### src/core/sar_ctrl_pkg.sv
// constants, field layout and carrier types of the converter control block
// assumes one 100 MHz clock and an active-low asynchronous reset
package sar_ctrl_pkg;

	// --------------------------------------------------------------
	// register offsets
	// --------------------------------------------------------------
	localparam logic [7:0] OFF_RESULT = 8'h00;
	localparam logic [7:0] OFF_CTRL   = 8'h20;
	localparam logic [7:0] OFF_CHEN   = 8'h24;
	localparam logic [7:0] OFF_CMP0   = 8'h28;
	localparam logic [7:0] OFF_CMP1   = 8'h2c;
	localparam logic [7:0] OFF_STAT   = 8'h30;
	localparam logic [7:0] OFF_CLKCFG = 8'h34;

	// --------------------------------------------------------------
	// field positions
	// --------------------------------------------------------------
	localparam int RES_OVR      = 16;
	localparam int RES_VALID    = 17;
	localparam int CTRL_POWER   = 0;
	localparam int CTRL_DONE_IE = 1;
	localparam int CTRL_EDGE    = 6;
	localparam int CTRL_TRIG_EN = 8;
	localparam int CTRL_GO      = 11;
	localparam int CHEN_CH7SEL  = 8;
	localparam int CMP_EN       = 0;
	localparam int CMP_IE       = 1;
	localparam int CMP_COND     = 2;
	localparam int CMP_CH_LO    = 3;
	localparam int CMP_LIM_LO   = 8;
	localparam int CMP_THR_LO   = 16;
	localparam int STAT_DONE    = 0;
	localparam int STAT_COMPARE_FLAG_A   = 1;
	localparam int STAT_COMPARE_FLAG_B   = 2;
	localparam int STAT_BUSY    = 3;
	localparam int STAT_CH_LO   = 4;
	localparam int STAT_VALID   = 8;
	localparam int STAT_OVR     = 16;
	localparam int CLK_SEL_LO   = 2;
	localparam int CLK_DIV_LO   = 16;

	// --------------------------------------------------------------
	// reset values and counts
	// --------------------------------------------------------------
	localparam logic [31:0] REG_RESET       = 32'h0;
	localparam logic [7:0]  DEGLITCH_CYCLES = 8'h04;

	// --------------------------------------------------------------
	// carriers
	// --------------------------------------------------------------
	typedef struct packed {
		logic [7:0]  addr;
		logic [31:0] wdata;
		logic        wr;
		logic        rd;
	} reg_req_t;

	typedef struct packed {
		logic       power_en;
		logic       convert;
		logic [2:0] channel;
		logic       bandgap_sel;
		logic       adc_clk;
	} core_ctrl_t;

	typedef struct packed {
		logic [9:0] thr;
		logic [3:0] lim;
		logic [2:0] ch;
		logic       cond;
		logic       ie;
		logic       en;
	} cmp_cfg_t;

	typedef enum logic {IDLE, CONVERT} conv_state_t;

endpackage : sar_ctrl_pkg

### src/core/trig_deglitch.sv
// deglitch filter for the external trigger pin
// assumes the pin is asynchronous to sys_clk
`timescale 1ns/10ps
module trig_deglitch
	import sar_ctrl_pkg::*;
(
	input  wire logic sys_clk,
	input  wire logic nrst,
	input  wire logic pin_in,
	output logic      rise_q,
	output logic      fall_q
);

	logic       s1_q;
	logic       s2_q;
	logic       lvl_q;
	logic       armed_q;
	logic [7:0] cnt_q;
	logic [7:0] cnt_d;
	wire        accept;

	// --------------------------------------------------------------
	// synchroniser and stability counter
	// --------------------------------------------------------------
	assign accept = (s2_q != lvl_q) && (cnt_q == DEGLITCH_CYCLES - 8'h01);
	assign cnt_d  = (s2_q == lvl_q || accept) ? 8'h00 : cnt_q + 8'h01;

	always_ff @(posedge sys_clk or negedge nrst) begin
		if (!nrst) begin
			s1_q    <= 1'b0;
			s2_q    <= 1'b0;
			lvl_q   <= 1'b0;
			armed_q <= 1'b0;
			cnt_q   <= 8'h00;
			rise_q  <= 1'b0;
			fall_q  <= 1'b0;
		end else begin
			s1_q    <= pin_in;
			s2_q    <= s1_q;
			cnt_q   <= cnt_d;
			armed_q <= armed_q | accept | (s2_q == lvl_q);
			if (accept)
				lvl_q <= s2_q;
			rise_q  <= accept & armed_q & s2_q;
			fall_q  <= accept & armed_q & ~s2_q;
		end
	end

	property p_rise_stable;
		@(posedge sys_clk) disable iff (!nrst)
		rise_q |-> $past(s2_q, 1) && $past(s2_q, 2) && $past(s2_q, 3)
			&& $past(s2_q, 4) && !$past(lvl_q, 1);
	endproperty
	a_rise_stable: assert property (p_rise_stable)
		else $error("rise accepted without four stable high cycles");

endmodule : trig_deglitch

### src/core/sar_ctrl.sv
// sequencing control of a 10-bit successive-approximation converter
// assumes an analog core that converts while convert is high and raises
// core_done, holding core_result steady, until convert drops
`timescale 1ns/10ps
module sar_ctrl
	import sar_ctrl_pkg::*;
(
	input  wire logic       sys_clk,
	input  wire logic       nrst,
	input  wire reg_req_t   bus_req,
	output logic [31:0]     bus_rdata,
	input  wire logic       ext_trigger_pin,
	input  wire logic       core_done,
	input  wire logic [9:0] core_result,
	output core_ctrl_t      core_ctrl,
	output logic            irq
);

	// --------------------------------------------------------------
	// state
	// --------------------------------------------------------------
	logic        converter_power_enable_q;
	logic        done_irq_enable_q;
	logic        trigger_edge_select_q;
	logic        ext_trigger_enable_q;
	logic        conversion_go_q;
	logic        conversion_go_d;
	logic [7:0]  channel_enable_bits_q;
	logic        ch7_source_select_q;
	cmp_cfg_t    cmp_cfg_q [2];
	logic [4:0]  match_cnt_q [2];
	logic [4:0]  match_cnt_d [2];
	logic [1:0]  cmp_flag_q;
	logic [1:0]  cmp_hit;
	logic        conversion_done_flag_q;
	logic [9:0]  result_field_q;
	logic        valid_q;
	logic        ovr_q;
	conv_state_t state_q;
	logic [2:0]  cur_ch_q;
	logic [1:0]  clk_sel_q;
	logic [7:0]  clk_div_q;
	logic [2:0]  pre_cnt_q;
	logic [7:0]  div_cnt_q;
	logic        adc_clk_q;
	logic        done_s1_q;
	logic        done_s2_q;
	logic        done_s3_q;
	logic [9:0]  res_s1_q;
	logic [9:0]  res_s2_q;
	logic [31:0] rdata_q;
	logic        irq_q;
	core_ctrl_t  core_q;
	logic        trig_rise;
	logic        trig_fall;

	// --------------------------------------------------------------
	// functions
	// --------------------------------------------------------------
	function automatic logic [2:0] lowest_ch(input logic [7:0] en);
		logic [2:0] c;
		c = 3'h0;
		for (int i = 7; i >= 0; i--) begin
			if (en[i])
				c = 3'(i);
		end
		return c;
	endfunction : lowest_ch

	function automatic logic cmp_match(input cmp_cfg_t cfg,
	                                   input logic [9:0] res);
		return cfg.cond ? (res >= cfg.thr) : (res < cfg.thr);
	endfunction : cmp_match

	function automatic cmp_cfg_t cmp_unpack(input logic [31:0] w);
		cmp_cfg_t c;
		c.thr  = w[CMP_THR_LO +: 10];
		c.lim  = w[CMP_LIM_LO +: 4];
		c.ch   = w[CMP_CH_LO +: 3];
		c.cond = w[CMP_COND];
		c.ie   = w[CMP_IE];
		c.en   = w[CMP_EN];
		return c;
	endfunction : cmp_unpack

	function automatic logic [31:0] cmp_pack(input cmp_cfg_t c);
		logic [31:0] w;
		w = 32'h0;
		w[CMP_THR_LO +: 10] = c.thr;
		w[CMP_LIM_LO +: 4]  = c.lim;
		w[CMP_CH_LO +: 3]   = c.ch;
		w[CMP_COND]         = c.cond;
		w[CMP_IE]           = c.ie;
		w[CMP_EN]           = c.en;
		return w;
	endfunction : cmp_pack

	// --------------------------------------------------------------
	// bus decode
	// --------------------------------------------------------------
	wire wr_ctrl   = bus_req.wr && bus_req.addr == OFF_CTRL;
	wire wr_chen   = bus_req.wr && bus_req.addr == OFF_CHEN;
	wire wr_cmp0   = bus_req.wr && bus_req.addr == OFF_CMP0;
	wire wr_cmp1   = bus_req.wr && bus_req.addr == OFF_CMP1;
	wire wr_stat   = bus_req.wr && bus_req.addr == OFF_STAT;
	wire wr_clk    = bus_req.wr && bus_req.addr == OFF_CLKCFG;
	wire rd_result = bus_req.rd && bus_req.addr == OFF_RESULT;
	wire [2:0] next_ch = lowest_ch(channel_enable_bits_q);
	wire [2:0] stat_ch = (state_q == CONVERT && conversion_go_q) ? cur_ch_q
	                                                            : next_ch;

	// --------------------------------------------------------------
	// conversion sequencing
	// --------------------------------------------------------------
	wire done_edge = done_s2_q & ~done_s3_q;
	wire conv_end  = (state_q == CONVERT) && conversion_go_q && done_edge;
	wire trig_edge = trigger_edge_select_q ? trig_rise : trig_fall;
	wire trig_hit  = ext_trigger_enable_q && trig_edge &&
	                 state_q == IDLE && !conversion_go_q;
	wire power_d   = wr_ctrl ? bus_req.wdata[CTRL_POWER]
	                         : converter_power_enable_q;

	always_comb begin
		conversion_go_d = conversion_go_q;
		if (conv_end)
			conversion_go_d = 1'b0;
		if (wr_ctrl)
			conversion_go_d = bus_req.wdata[CTRL_GO];
		if (trig_hit)
			conversion_go_d = 1'b1;
		if (!power_d)
			conversion_go_d = 1'b0;
	end

	always_ff @(posedge sys_clk or negedge nrst) begin
		if (!nrst) begin
			state_q  <= IDLE;
			cur_ch_q <= 3'h0;
		end else begin
			case (state_q)
				IDLE: begin
					if (conversion_go_q) begin
						state_q  <= CONVERT;
						cur_ch_q <= next_ch;
					end
				end
				CONVERT: begin
					if (!conversion_go_q || conv_end)
						state_q <= IDLE;
				end
				default: state_q <= IDLE;
			endcase
		end
	end

	// --------------------------------------------------------------
	// analog core handshake
	// --------------------------------------------------------------
	always_ff @(posedge sys_clk or negedge nrst) begin
		if (!nrst) begin
			done_s1_q <= 1'b0;
			done_s2_q <= 1'b0;
			done_s3_q <= 1'b0;
			res_s1_q  <= 10'h000;
			res_s2_q  <= 10'h000;
			core_q    <= '0;
		end else begin
			done_s1_q            <= core_done;
			done_s2_q            <= done_s1_q;
			done_s3_q            <= done_s2_q;
			res_s1_q             <= core_result;
			res_s2_q             <= res_s1_q;
			core_q.power_en      <= converter_power_enable_q;
			core_q.convert       <= state_q == CONVERT && conversion_go_q;
			core_q.channel       <= cur_ch_q;
			core_q.bandgap_sel   <= ch7_source_select_q && cur_ch_q == 3'h7;
			core_q.adc_clk       <= adc_clk_q & converter_power_enable_q;
		end
	end

	// --------------------------------------------------------------
	// converter clock divider
	// --------------------------------------------------------------
	wire src_tick = (clk_sel_q == 2'h0) ? 1'b1 :
	                (clk_sel_q == 2'h1) ? pre_cnt_q[0] :
	                (clk_sel_q == 2'h2) ? &pre_cnt_q[1:0] : &pre_cnt_q;
	wire [7:0] div_cnt_d = (div_cnt_q >= clk_div_q) ? 8'h00
	                                                 : div_cnt_q + 8'h01;

	always_ff @(posedge sys_clk or negedge nrst) begin
		if (!nrst) begin
			pre_cnt_q <= 3'h0;
			div_cnt_q <= 8'h00;
			adc_clk_q <= 1'b0;
		end else begin
			pre_cnt_q <= pre_cnt_q + 3'h1;
			if (src_tick) begin
				div_cnt_q <= div_cnt_d;
				adc_clk_q <= div_cnt_d <= {1'b0, clk_div_q[7:1]};
			end
		end
	end

	// --------------------------------------------------------------
	// result register
	// --------------------------------------------------------------
	always_ff @(posedge sys_clk or negedge nrst) begin
		if (!nrst) begin
			result_field_q         <= 10'h000;
			valid_q                <= 1'b0;
			ovr_q                  <= 1'b0;
			conversion_done_flag_q <= 1'b0;
		end else begin
			if (conv_end) begin
				result_field_q <= res_s2_q;
				valid_q        <= 1'b1;
				ovr_q          <= valid_q & ~rd_result;
			end else if (rd_result) begin
				valid_q <= 1'b0;
				ovr_q   <= 1'b0;
			end
			if (conv_end)
				conversion_done_flag_q <= 1'b1;
			else if (wr_stat && bus_req.wdata[STAT_DONE])
				conversion_done_flag_q <= 1'b0;
		end
	end

	// --------------------------------------------------------------
	// compare units
	// --------------------------------------------------------------
	always_comb begin
		for (int u = 0; u < 2; u++) begin
			match_cnt_d[u] = match_cnt_q[u];
			cmp_hit[u]     = 1'b0;
			if (conv_end && cmp_cfg_q[u].en &&
			    cmp_cfg_q[u].ch == cur_ch_q) begin
				if (cmp_match(cmp_cfg_q[u], res_s2_q))
					match_cnt_d[u] = (match_cnt_q[u] == 5'h1f) ? 5'h1f
					               : match_cnt_q[u] + 5'h01;
				else
					match_cnt_d[u] = 5'h00;
				cmp_hit[u] = match_cnt_d[u] ==
				             {1'b0, cmp_cfg_q[u].lim} + 5'h01;
			end
		end
	end

	always_ff @(posedge sys_clk or negedge nrst) begin
		if (!nrst) begin
			for (int u = 0; u < 2; u++) begin
				cmp_cfg_q[u]   <= '0;
				match_cnt_q[u] <= 5'h00;
			end
			cmp_flag_q <= 2'h0;
		end else begin
			for (int u = 0; u < 2; u++) begin
				match_cnt_q[u] <= match_cnt_d[u];
				if (cmp_hit[u])
					cmp_flag_q[u] <= 1'b1;
				else if (wr_stat && bus_req.wdata[STAT_COMPARE_FLAG_A + u])
					cmp_flag_q[u] <= 1'b0;
			end
			if (wr_cmp0)
				cmp_cfg_q[0] <= cmp_unpack(bus_req.wdata);
			if (wr_cmp1)
				cmp_cfg_q[1] <= cmp_unpack(bus_req.wdata);
		end
	end

	// --------------------------------------------------------------
	// control registers
	// --------------------------------------------------------------
	always_ff @(posedge sys_clk or negedge nrst) begin
		if (!nrst) begin
			converter_power_enable_q <= 1'b0;
			done_irq_enable_q        <= 1'b0;
			trigger_edge_select_q    <= 1'b0;
			ext_trigger_enable_q     <= 1'b0;
			conversion_go_q          <= 1'b0;
			channel_enable_bits_q    <= 8'h00;
			ch7_source_select_q      <= 1'b0;
			clk_sel_q                <= 2'h0;
			clk_div_q                <= 8'h00;
		end else begin
			conversion_go_q <= conversion_go_d;
			if (wr_ctrl) begin
				converter_power_enable_q <= bus_req.wdata[CTRL_POWER];
				done_irq_enable_q        <= bus_req.wdata[CTRL_DONE_IE];
				trigger_edge_select_q    <= bus_req.wdata[CTRL_EDGE];
				ext_trigger_enable_q     <= bus_req.wdata[CTRL_TRIG_EN];
			end
			if (wr_chen) begin
				channel_enable_bits_q <= bus_req.wdata[7:0];
				ch7_source_select_q   <= bus_req.wdata[CHEN_CH7SEL];
			end
			if (wr_clk) begin
				clk_sel_q <= bus_req.wdata[CLK_SEL_LO +: 2];
				clk_div_q <= bus_req.wdata[CLK_DIV_LO +: 8];
			end
		end
	end

	// --------------------------------------------------------------
	// read mux and interrupt
	// --------------------------------------------------------------
	logic [31:0] rd_mux;
	always_comb begin
		rd_mux = REG_RESET;
		case (bus_req.addr)
			OFF_RESULT: begin
				rd_mux[9:0]       = result_field_q;
				rd_mux[RES_OVR]   = ovr_q;
				rd_mux[RES_VALID] = valid_q;
			end
			OFF_CTRL: begin
				rd_mux[CTRL_POWER]   = converter_power_enable_q;
				rd_mux[CTRL_DONE_IE] = done_irq_enable_q;
				rd_mux[CTRL_EDGE]    = trigger_edge_select_q;
				rd_mux[CTRL_TRIG_EN] = ext_trigger_enable_q;
				rd_mux[CTRL_GO]      = conversion_go_q;
			end
			OFF_CHEN: begin
				rd_mux[7:0]         = channel_enable_bits_q;
				rd_mux[CHEN_CH7SEL] = ch7_source_select_q;
			end
			OFF_CMP0: rd_mux = cmp_pack(cmp_cfg_q[0]);
			OFF_CMP1: rd_mux = cmp_pack(cmp_cfg_q[1]);
			OFF_STAT: begin
				rd_mux[STAT_DONE]       = conversion_done_flag_q;
				rd_mux[STAT_COMPARE_FLAG_A]      = cmp_flag_q[0];
				rd_mux[STAT_COMPARE_FLAG_B]      = cmp_flag_q[1];
				rd_mux[STAT_BUSY]       = conversion_go_q;
				rd_mux[STAT_CH_LO +: 3] = stat_ch;
				rd_mux[STAT_VALID]      = valid_q;
				rd_mux[STAT_OVR]        = ovr_q;
			end
			OFF_CLKCFG: begin
				rd_mux[CLK_SEL_LO +: 2] = clk_sel_q;
				rd_mux[CLK_DIV_LO +: 8] = clk_div_q;
			end
			default: rd_mux = REG_RESET;
		endcase
	end

	wire irq_d = (conversion_done_flag_q & done_irq_enable_q) |
	             (cmp_flag_q[0] & cmp_cfg_q[0].ie) |
	             (cmp_flag_q[1] & cmp_cfg_q[1].ie);

	always_ff @(posedge sys_clk or negedge nrst) begin
		if (!nrst) begin
			rdata_q <= REG_RESET;
			irq_q   <= 1'b0;
		end else begin
			rdata_q <= bus_req.rd ? rd_mux : REG_RESET;
			irq_q   <= irq_d;
		end
	end

	assign bus_rdata = rdata_q;
	assign irq       = irq_q;
	assign core_ctrl = core_q;

	trig_deglitch u_trig (
		.sys_clk (sys_clk),
		.nrst    (nrst),
		.pin_in  (ext_trigger_pin),
		.rise_q  (trig_rise),
		.fall_q  (trig_fall)
	);

	// --------------------------------------------------------------
	// assertions
	// --------------------------------------------------------------
	property p_abort;
		@(posedge sys_clk) disable iff (!nrst)
		state_q == CONVERT && !conversion_go_q |=> state_q == IDLE
			&& $stable(result_field_q);
	endproperty
	a_abort: assert property (p_abort)
		else $error("abort did not return to idle cleanly");

	property p_load;
		@(posedge sys_clk) disable iff (!nrst)
		conv_end |=> result_field_q == $past(res_s2_q)
			&& conversion_done_flag_q && valid_q;
	endproperty
	a_load: assert property (p_load)
		else $error("result not loaded at conversion end");

	property p_go_clear;
		@(posedge sys_clk) disable iff (!nrst)
		conv_end && !wr_ctrl && !trig_hit |=> !conversion_go_q;
	endproperty
	a_go_clear: assert property (p_go_clear)
		else $error("start bit not cleared at conversion end");

	property p_valid_clear;
		@(posedge sys_clk) disable iff (!nrst)
		rd_result && !conv_end |=> !valid_q && !ovr_q;
	endproperty
	a_valid_clear: assert property (p_valid_clear)
		else $error("read did not clear valid and overrun");

	property p_overrun;
		@(posedge sys_clk) disable iff (!nrst)
		conv_end && valid_q && !rd_result |=> ovr_q;
	endproperty
	a_overrun: assert property (p_overrun)
		else $error("overrun missed");

	property p_trig_off;
		@(posedge sys_clk) disable iff (!nrst)
		!ext_trigger_enable_q && !conversion_go_q && !wr_ctrl
			|=> !conversion_go_q;
	endproperty
	a_trig_off: assert property (p_trig_off)
		else $error("start set with trigger disabled");

	property p_prio;
		@(posedge sys_clk) disable iff (!nrst)
		state_q == IDLE && conversion_go_q |=> cur_ch_q == $past(next_ch);
	endproperty
	a_prio: assert property (p_prio)
		else $error("wrong channel chosen");

	property p_irq;
		@(posedge sys_clk) disable iff (!nrst)
		conversion_done_flag_q && done_irq_enable_q ##1 1'b1 |-> irq_q;
	endproperty
	a_irq: assert property (p_irq)
		else $error("interrupt missing for done flag");

endmodule : sar_ctrl

### config.mk
export PLATFORM = sky130hd
export DESIGN_NAME = sar_ctrl
export DESIGN_NICKNAME = d
export VERILOG_FILES = /design/src/core/sar_ctrl_pkg.sv /design/src/core/trig_deglitch.sv /design/src/core/sar_ctrl.sv
export SDC_FILE = /design/constraint.sdc
export NUM_CORES = 1
export LEC_CHECK = 0
export BUFFER_PORTS_ARGS = -buffer_cell sky130_fd_sc_hd__buf_4
export CELL_PAD_IN_SITES_DETAIL_PLACEMENT = 1
export CELL_PAD_IN_SITES_GLOBAL_PLACEMENT = 1
export CORE_ASPECT_RATIO = 1.5
export CORE_MARGIN = 8
export CORE_UTILIZATION = 30
export CTS_CLUSTER_DIAMETER = 100
export DETAILED_ROUTE_END_ITERATION = 12
export GPL_TIMING_DRIVEN = 0
export PLACE_DENSITY = 0.65
export SYNTH_ARGS = -nofsm -noshare
export SYNTH_HDL_FRONTEND = slang
export SYNTH_SLANG_ARGS = --single-unit
export TNS_END_PERCENT = 50
### constraint.sdc
create_clock -name sys_clk -period 5.98 [get_ports sys_clk]
set_clock_uncertainty 0.1 [all_clocks]
set_input_delay 0.299 -clock sys_clk [delete_from_list [all_inputs] [get_ports sys_clk]]
set_output_delay 0.299 -clock sys_clk [all_outputs]
set_load 0.01 [all_outputs]
* Word level (Yosys, flattened, before mapping)
Cells that the tools add are included.
Storage, ports and cells: register bits 182, word-level logic and storage cells 192, input bits 56, output and inout bits 40
Cells by class: mux-type cells 56, $lt $le $gt $ge 6, add/subtract/negate cells 7, equality and inequality tests 19, reductions and logical operators 34, bitwise operators 17
Operators with widths (number):
- $eq 8x6->1 const B | 6
- $mux 32 | 1
- $mux 5 | 6
- $mux 3 | 9
- $mux 1 | 24
- $pmux 2 s6 | 2
- $logic_and 1x1->1 | 21
- $ge 10x10->1 | 2
- $lt 10x10->1 | 2
- $pmux 6 s3 | 1
- $add 8x1->8 const B | 2
- $mux 8 | 2
- $pmux 1 s4 | 3
- $add 4x1->5 const B | 2
- $add 5x1->5 const B | 2
- $eq 5x5->1 | 2
- $eq 5x5->1 const B | 2
- $pmux 2 s5 | 1
- $and 1x1->1 | 9
- $eq 8x2->1 const B | 1
- $ge 8x8->1 | 1
- $le 8x7->1 | 1
- $logic_not 8->1 | 1
- $reduce_bool 2->1 | 4
- other kinds (20) | 32

* Depth between registers and ports, before layout
depth after elaboration 11, gate-level depth with buffers 17, gate-level depth less buffers 16

* By module
From an unflattened synthesis, not the netlist that was laid out.
Unflattened totals: cells, all modules 746, area, all modules 8438.1 um^2
Modules (own cells, without submodules):
- sar_ctrl | cells an instance 698, times used 1, area each 7871.3 um^2, seq. area each 3953.8 um^2
- trig_deglitch | cells an instance 48, times used 1, area each 566.8 um^2, seq. area each 350.3 um^2

* Worst setup path after synthesis
No wires, ideal clock.
path type register -> register, start reg div_cnt_q[5], end reg adc_clk_q, stages on the path, launching flop included 16, path slack 3.042 ns, clock period less this slack 2.938 ns, required time 5.797 ns, arrival time 2.755 ns, buffers on the path 1, library setup time 0.083 ns, path through dfrtp_1 > ha_1 > a21o_1 > a211oi_1 > o21ai_0 > a31o_2 > clkbuf_1 > nor2_1 > ha_1 > nor2b_1 > o21a_1 > o21ai_0 > a21oi_1 > nor3_1 > o21ai_0 > o21ai_0
On the way: longest elaborated chain between the ends 3, elaborated cells on any way between the ends 4, classes of those cells 1 x add/sub; 2 x order compare; 1 x mux
RTL lines:
- from (decl) | RTL line sar_ctrl.sv:44 | logic [7:0] div_cnt_q;
- from (signal assigned) | RTL line sar_ctrl.sv:198 | div_cnt_q <= div_cnt_d;
- $ge 8x8->1 | RTL line sar_ctrl.sv:187 | wire [7:0] div_cnt_d = (div_cnt_q >= clk_div_q) ? 8'h00
- $mux 8 | RTL line sar_ctrl.sv:187
- named net div_cnt_d[1] | RTL line sar_ctrl.sv:187
- $le 8x7->1 | RTL line sar_ctrl.sv:199 | adc_clk_q <= div_cnt_d <= {1'b0, clk_div_q[7:1]};
- to (signal assigned) | RTL line sar_ctrl.sv:199
- to (decl) | RTL line sar_ctrl.sv:45 | logic adc_clk_q;
The timed path passes the listed nets, and every way through them passes these cells. A chain may end at the register's enable or synchronous reset.

* Worst setup path after layout
start reg div_cnt_q[0], end reg adc_clk_q
On the way: longest elaborated chain between the ends 3, elaborated cells on any way between the ends 4, classes of those cells 1 x add/sub; 2 x order compare; 1 x mux
RTL lines (RTL line):
- $add 8x1->8 or $ge 8x8->1 (tied branches) | sar_ctrl.sv:188, sar_ctrl.sv:187
- $mux 8 * | sar_ctrl.sv:187
- named net div_cnt_d[1] | sar_ctrl.sv:187
- $le 8x7->1 * | sar_ctrl.sv:199
The timed path passes the listed nets; every way through them passes the cells marked *.

==> impl_metrics.ini <==
[floorplanning]
start_util_pct = 30.3
die_y_um = 221
rows = 75
io_pins = 96
dieArea_um2 = 33800
die_x_um = 153
core_area_um2 = 27800

[clock_tree]
h-tree-depth = 4
cts-root-buf = clkbuf_16
clk_path_buf_depth = 2
clkTransAtPathRegs_ns = 0.07
post_cts.repair.setup_buffers = 0
cts_tree = yes
cts.sinks = 172
worstSkewPairLatency_ns = 0.45
cts_buffers = 17

[drt]
dr.pass1.iters = 4
routed_via_density = 4.96
wire_per_inst_um = 18.9
drcViolationCount = 0
postRouteAntennaNets = 0
routed_wl_mm = 23.5
drt_iter0_drc = 218
num_vias = 6167

[synthesis]
synth_top_area_share_pct = 51.1
ys.flop_type = dfrtp_1
synth_area_um2 = 8420
ys_async_sr_fraction_pct = 100
yosysMostFrequentCell = dfrtp_1
ys_seq_area_share_pct = 51.1
yosysUniqueCellTypes = 60
synthTopCellsByCount = dfrtp_1 (172), mux2_2 (82), nor2_1 (55)
synth_seq_cells = 172
yosysWarnings = 0
synth_area_leaders = dfrtp_1 (51%), mux2_2 (11%), ha_1 (6.4%)
yosys.area.top_type = dfrtp_1
avgSynthCellArea_um2 = 11.2
syn_inst = 752
synth_edf_count = 0

[worst_setup_path]
cp-end-kind = flip-flop
path_buf_inv = 2
path_cells = inv_1, ha_1, nand2b_1, a21o_1, a21oi_1, o21ai_0, a31o_2, clkbuf_1, nor2_1, ha_1, nor2b_1, o21a_1, o21ai_0, a21oi_1, nor3_1, o21ai_0, o21ai_0
critical_path.max_stage_delay_ns = 0.41
crit_start = div_cnt_q[0]$_DFFE_PN0P_
crit_slowest_cell = dfrtp_1
r2r_start = div_cnt_q[0]$_DFFE_PN0P_
path_max_fanout = 10
arrival_ns = 3.85
crit_top_cell = o21ai_0
cp_top_family = compound AO/OA/AOI/OAI gates
worstPathRequired_ns = 6.24
criticalPathCategory = reg -> reg
start_kind = flip-flop

[sta]
max_freq_ghz = 0.278
grt_setup_unrepaired = no
report.final.setup_viol = 0
period_share_pct = 60.2
finalCriticalPeriod_ns = 3.60
finalMaxSlewViolations = 0
worst_pin_slew_ns = 1.07
finalSetupTns_ns = 0
relSlewSlack_pct = 27.8
hold_viol_final = 0

[layout]
n_antenna_cell = 0
nNetsFinal = 983
final_util_pct = 37.2
area_delta_synth_final_pct = 22.8
finalNonFillerCells = 1243
drive_above_1_share_pct = 23.2

[placement]
placed_cells = 1181
port_buffers = 73
place_hpwl_mm = 17.8
gp_congestion = 0.814

[power_and_ir_drop]
powerDensity_nw_per_um2 = 263
leakagePower_nw = 4.88
ir_drop_v = 0.000173

[global_routing]
grt_pass1_wl_mm = 38.2
grt_usage_pct = 14.7
grt.overflow.total = 0
grt_pass1_vias = 6963
grt_start_max_net_pins = 118
antenna_found_initial = 0

[run_status]
outcome = completed

[min_path]
hold_class = in -> reg
min_from = bus_req[3]

[flow_run]
maxCapViolCount = 0
## kinds of logic (layout without fill, tap and decap cells)
family / Yosys count / count (layout) / share of synthesized area [%]
AOI/OAI and AO/OA: 139 / 139 / 10.8
other: 1 / 10 / 0.0445
xor gates and xnor gates: 25 / 25 / 2.60
adders and majority gates: 43 / 43 / 6.39
buffers and inverters: 75 / 211 / 3.89
DFF: 172 / 172 / 51.1
and+or+nand+nor: 191 / 191 / 11.3
muxes: 106 / 106 / 13.8
## routing by layer
metal	GRT usage [%]	wire length, um
met1	14.5	8800
met2	28.1	13200
met3	2.93	693
met4	7.94	769
met5	0	0
## power by group
group | switching, mW | internal, mW | leakage, nW
Combinational | 0.195 | 0.160 | 2.31
Clock | 0.479 | 0.617 | 0.279
Sequential | 0.0528 | 1.22 | 2.29
## cells in the final DEF (no fill, tap or decap), drive strengths merged, types with 8 or more instances in the layout
cell type      n
a21oi         34
dlygate4sd3   30
clkbuf        40
mux2i         24
xor2          12
and2           9
nor2          55
ha            43
xnor2         13
conb          10
a21boi         8
mux2          82
inv           45
nor3           8
o21ai         36
nand3         20
buf           86
and3           9
dfrtp        172
nand2b         8
nand2         48
## layout make-up
type | count | area [um^2]
fillers | 3041 | 17400
flip-flops and latches | 172 | 4300
multi-input cells | 514 | 3820
repair buffers | 104 | 883
clock buffers | 19 | 433
well taps | 346 | 433
plain buffers | 33 | 170
inverters | 42 | 158
clock inverters | 13 | 141
## sequential cells by signal, indices dropped and copies added, names as in the netlist, 3 cells and up
name / count
bus_rdata: 22
channel_enable_bits_q: 8
clk_div_q: 8
cmp_cfg_q: 40
core_ctrl: 7
cur_ch_q: 3
div_cnt_q: 8
match_cnt_q: 10
pre_cnt_q: 3
res_s1_q: 10
res_s2_q: 10
result_field_q: 10
u_trig.cnt_q: 8
## per-stage QoR
stage	total power [mW]	hold slack, ns	setup WS, ns	instance area (um^2)
2_1_floorplan	1.49	-0.0966	3.04	8460
3_3_place_gp	1.62	0.233	2.45	9440
3_5_place_dp	1.64	0.162	2.39	9470
4_1_cts	2.77	0.00279	2.34	10300
5_1_grt	2.86	0.0135	2.13	10300
6_report	2.72	0.0290	2.38	10300
## repair_timing
item	4_1_cts	5_1_grt
gates resized for setup	0	0
setup endpoints to repair	0	0
hold buffers	30	0
endpoints found under the hold margin	103	0
## final timing paths
path                                        endpoint  slack [ns]  cells after the start
setup / recovery               adc_clk_q$_DFFE_PN0P_        2.38                     17
hold / removal             cmp_cfg_q[21]$_DFFE_PN0P_        0.03                      2
setup reg to reg               adc_clk_q$_DFFE_PN0P_        2.38                     17
hold reg to reg                res_s2_q[2]$_DFF_PN0_        0.25                      0
max in group asynchronous      u_trig.s1_q$_DFF_PN0_        4.56                      3
min in group asynchronous      res_s1_q[9]$_DFF_PN0_        0.27                      2
(Power assumes the default switching activity.)
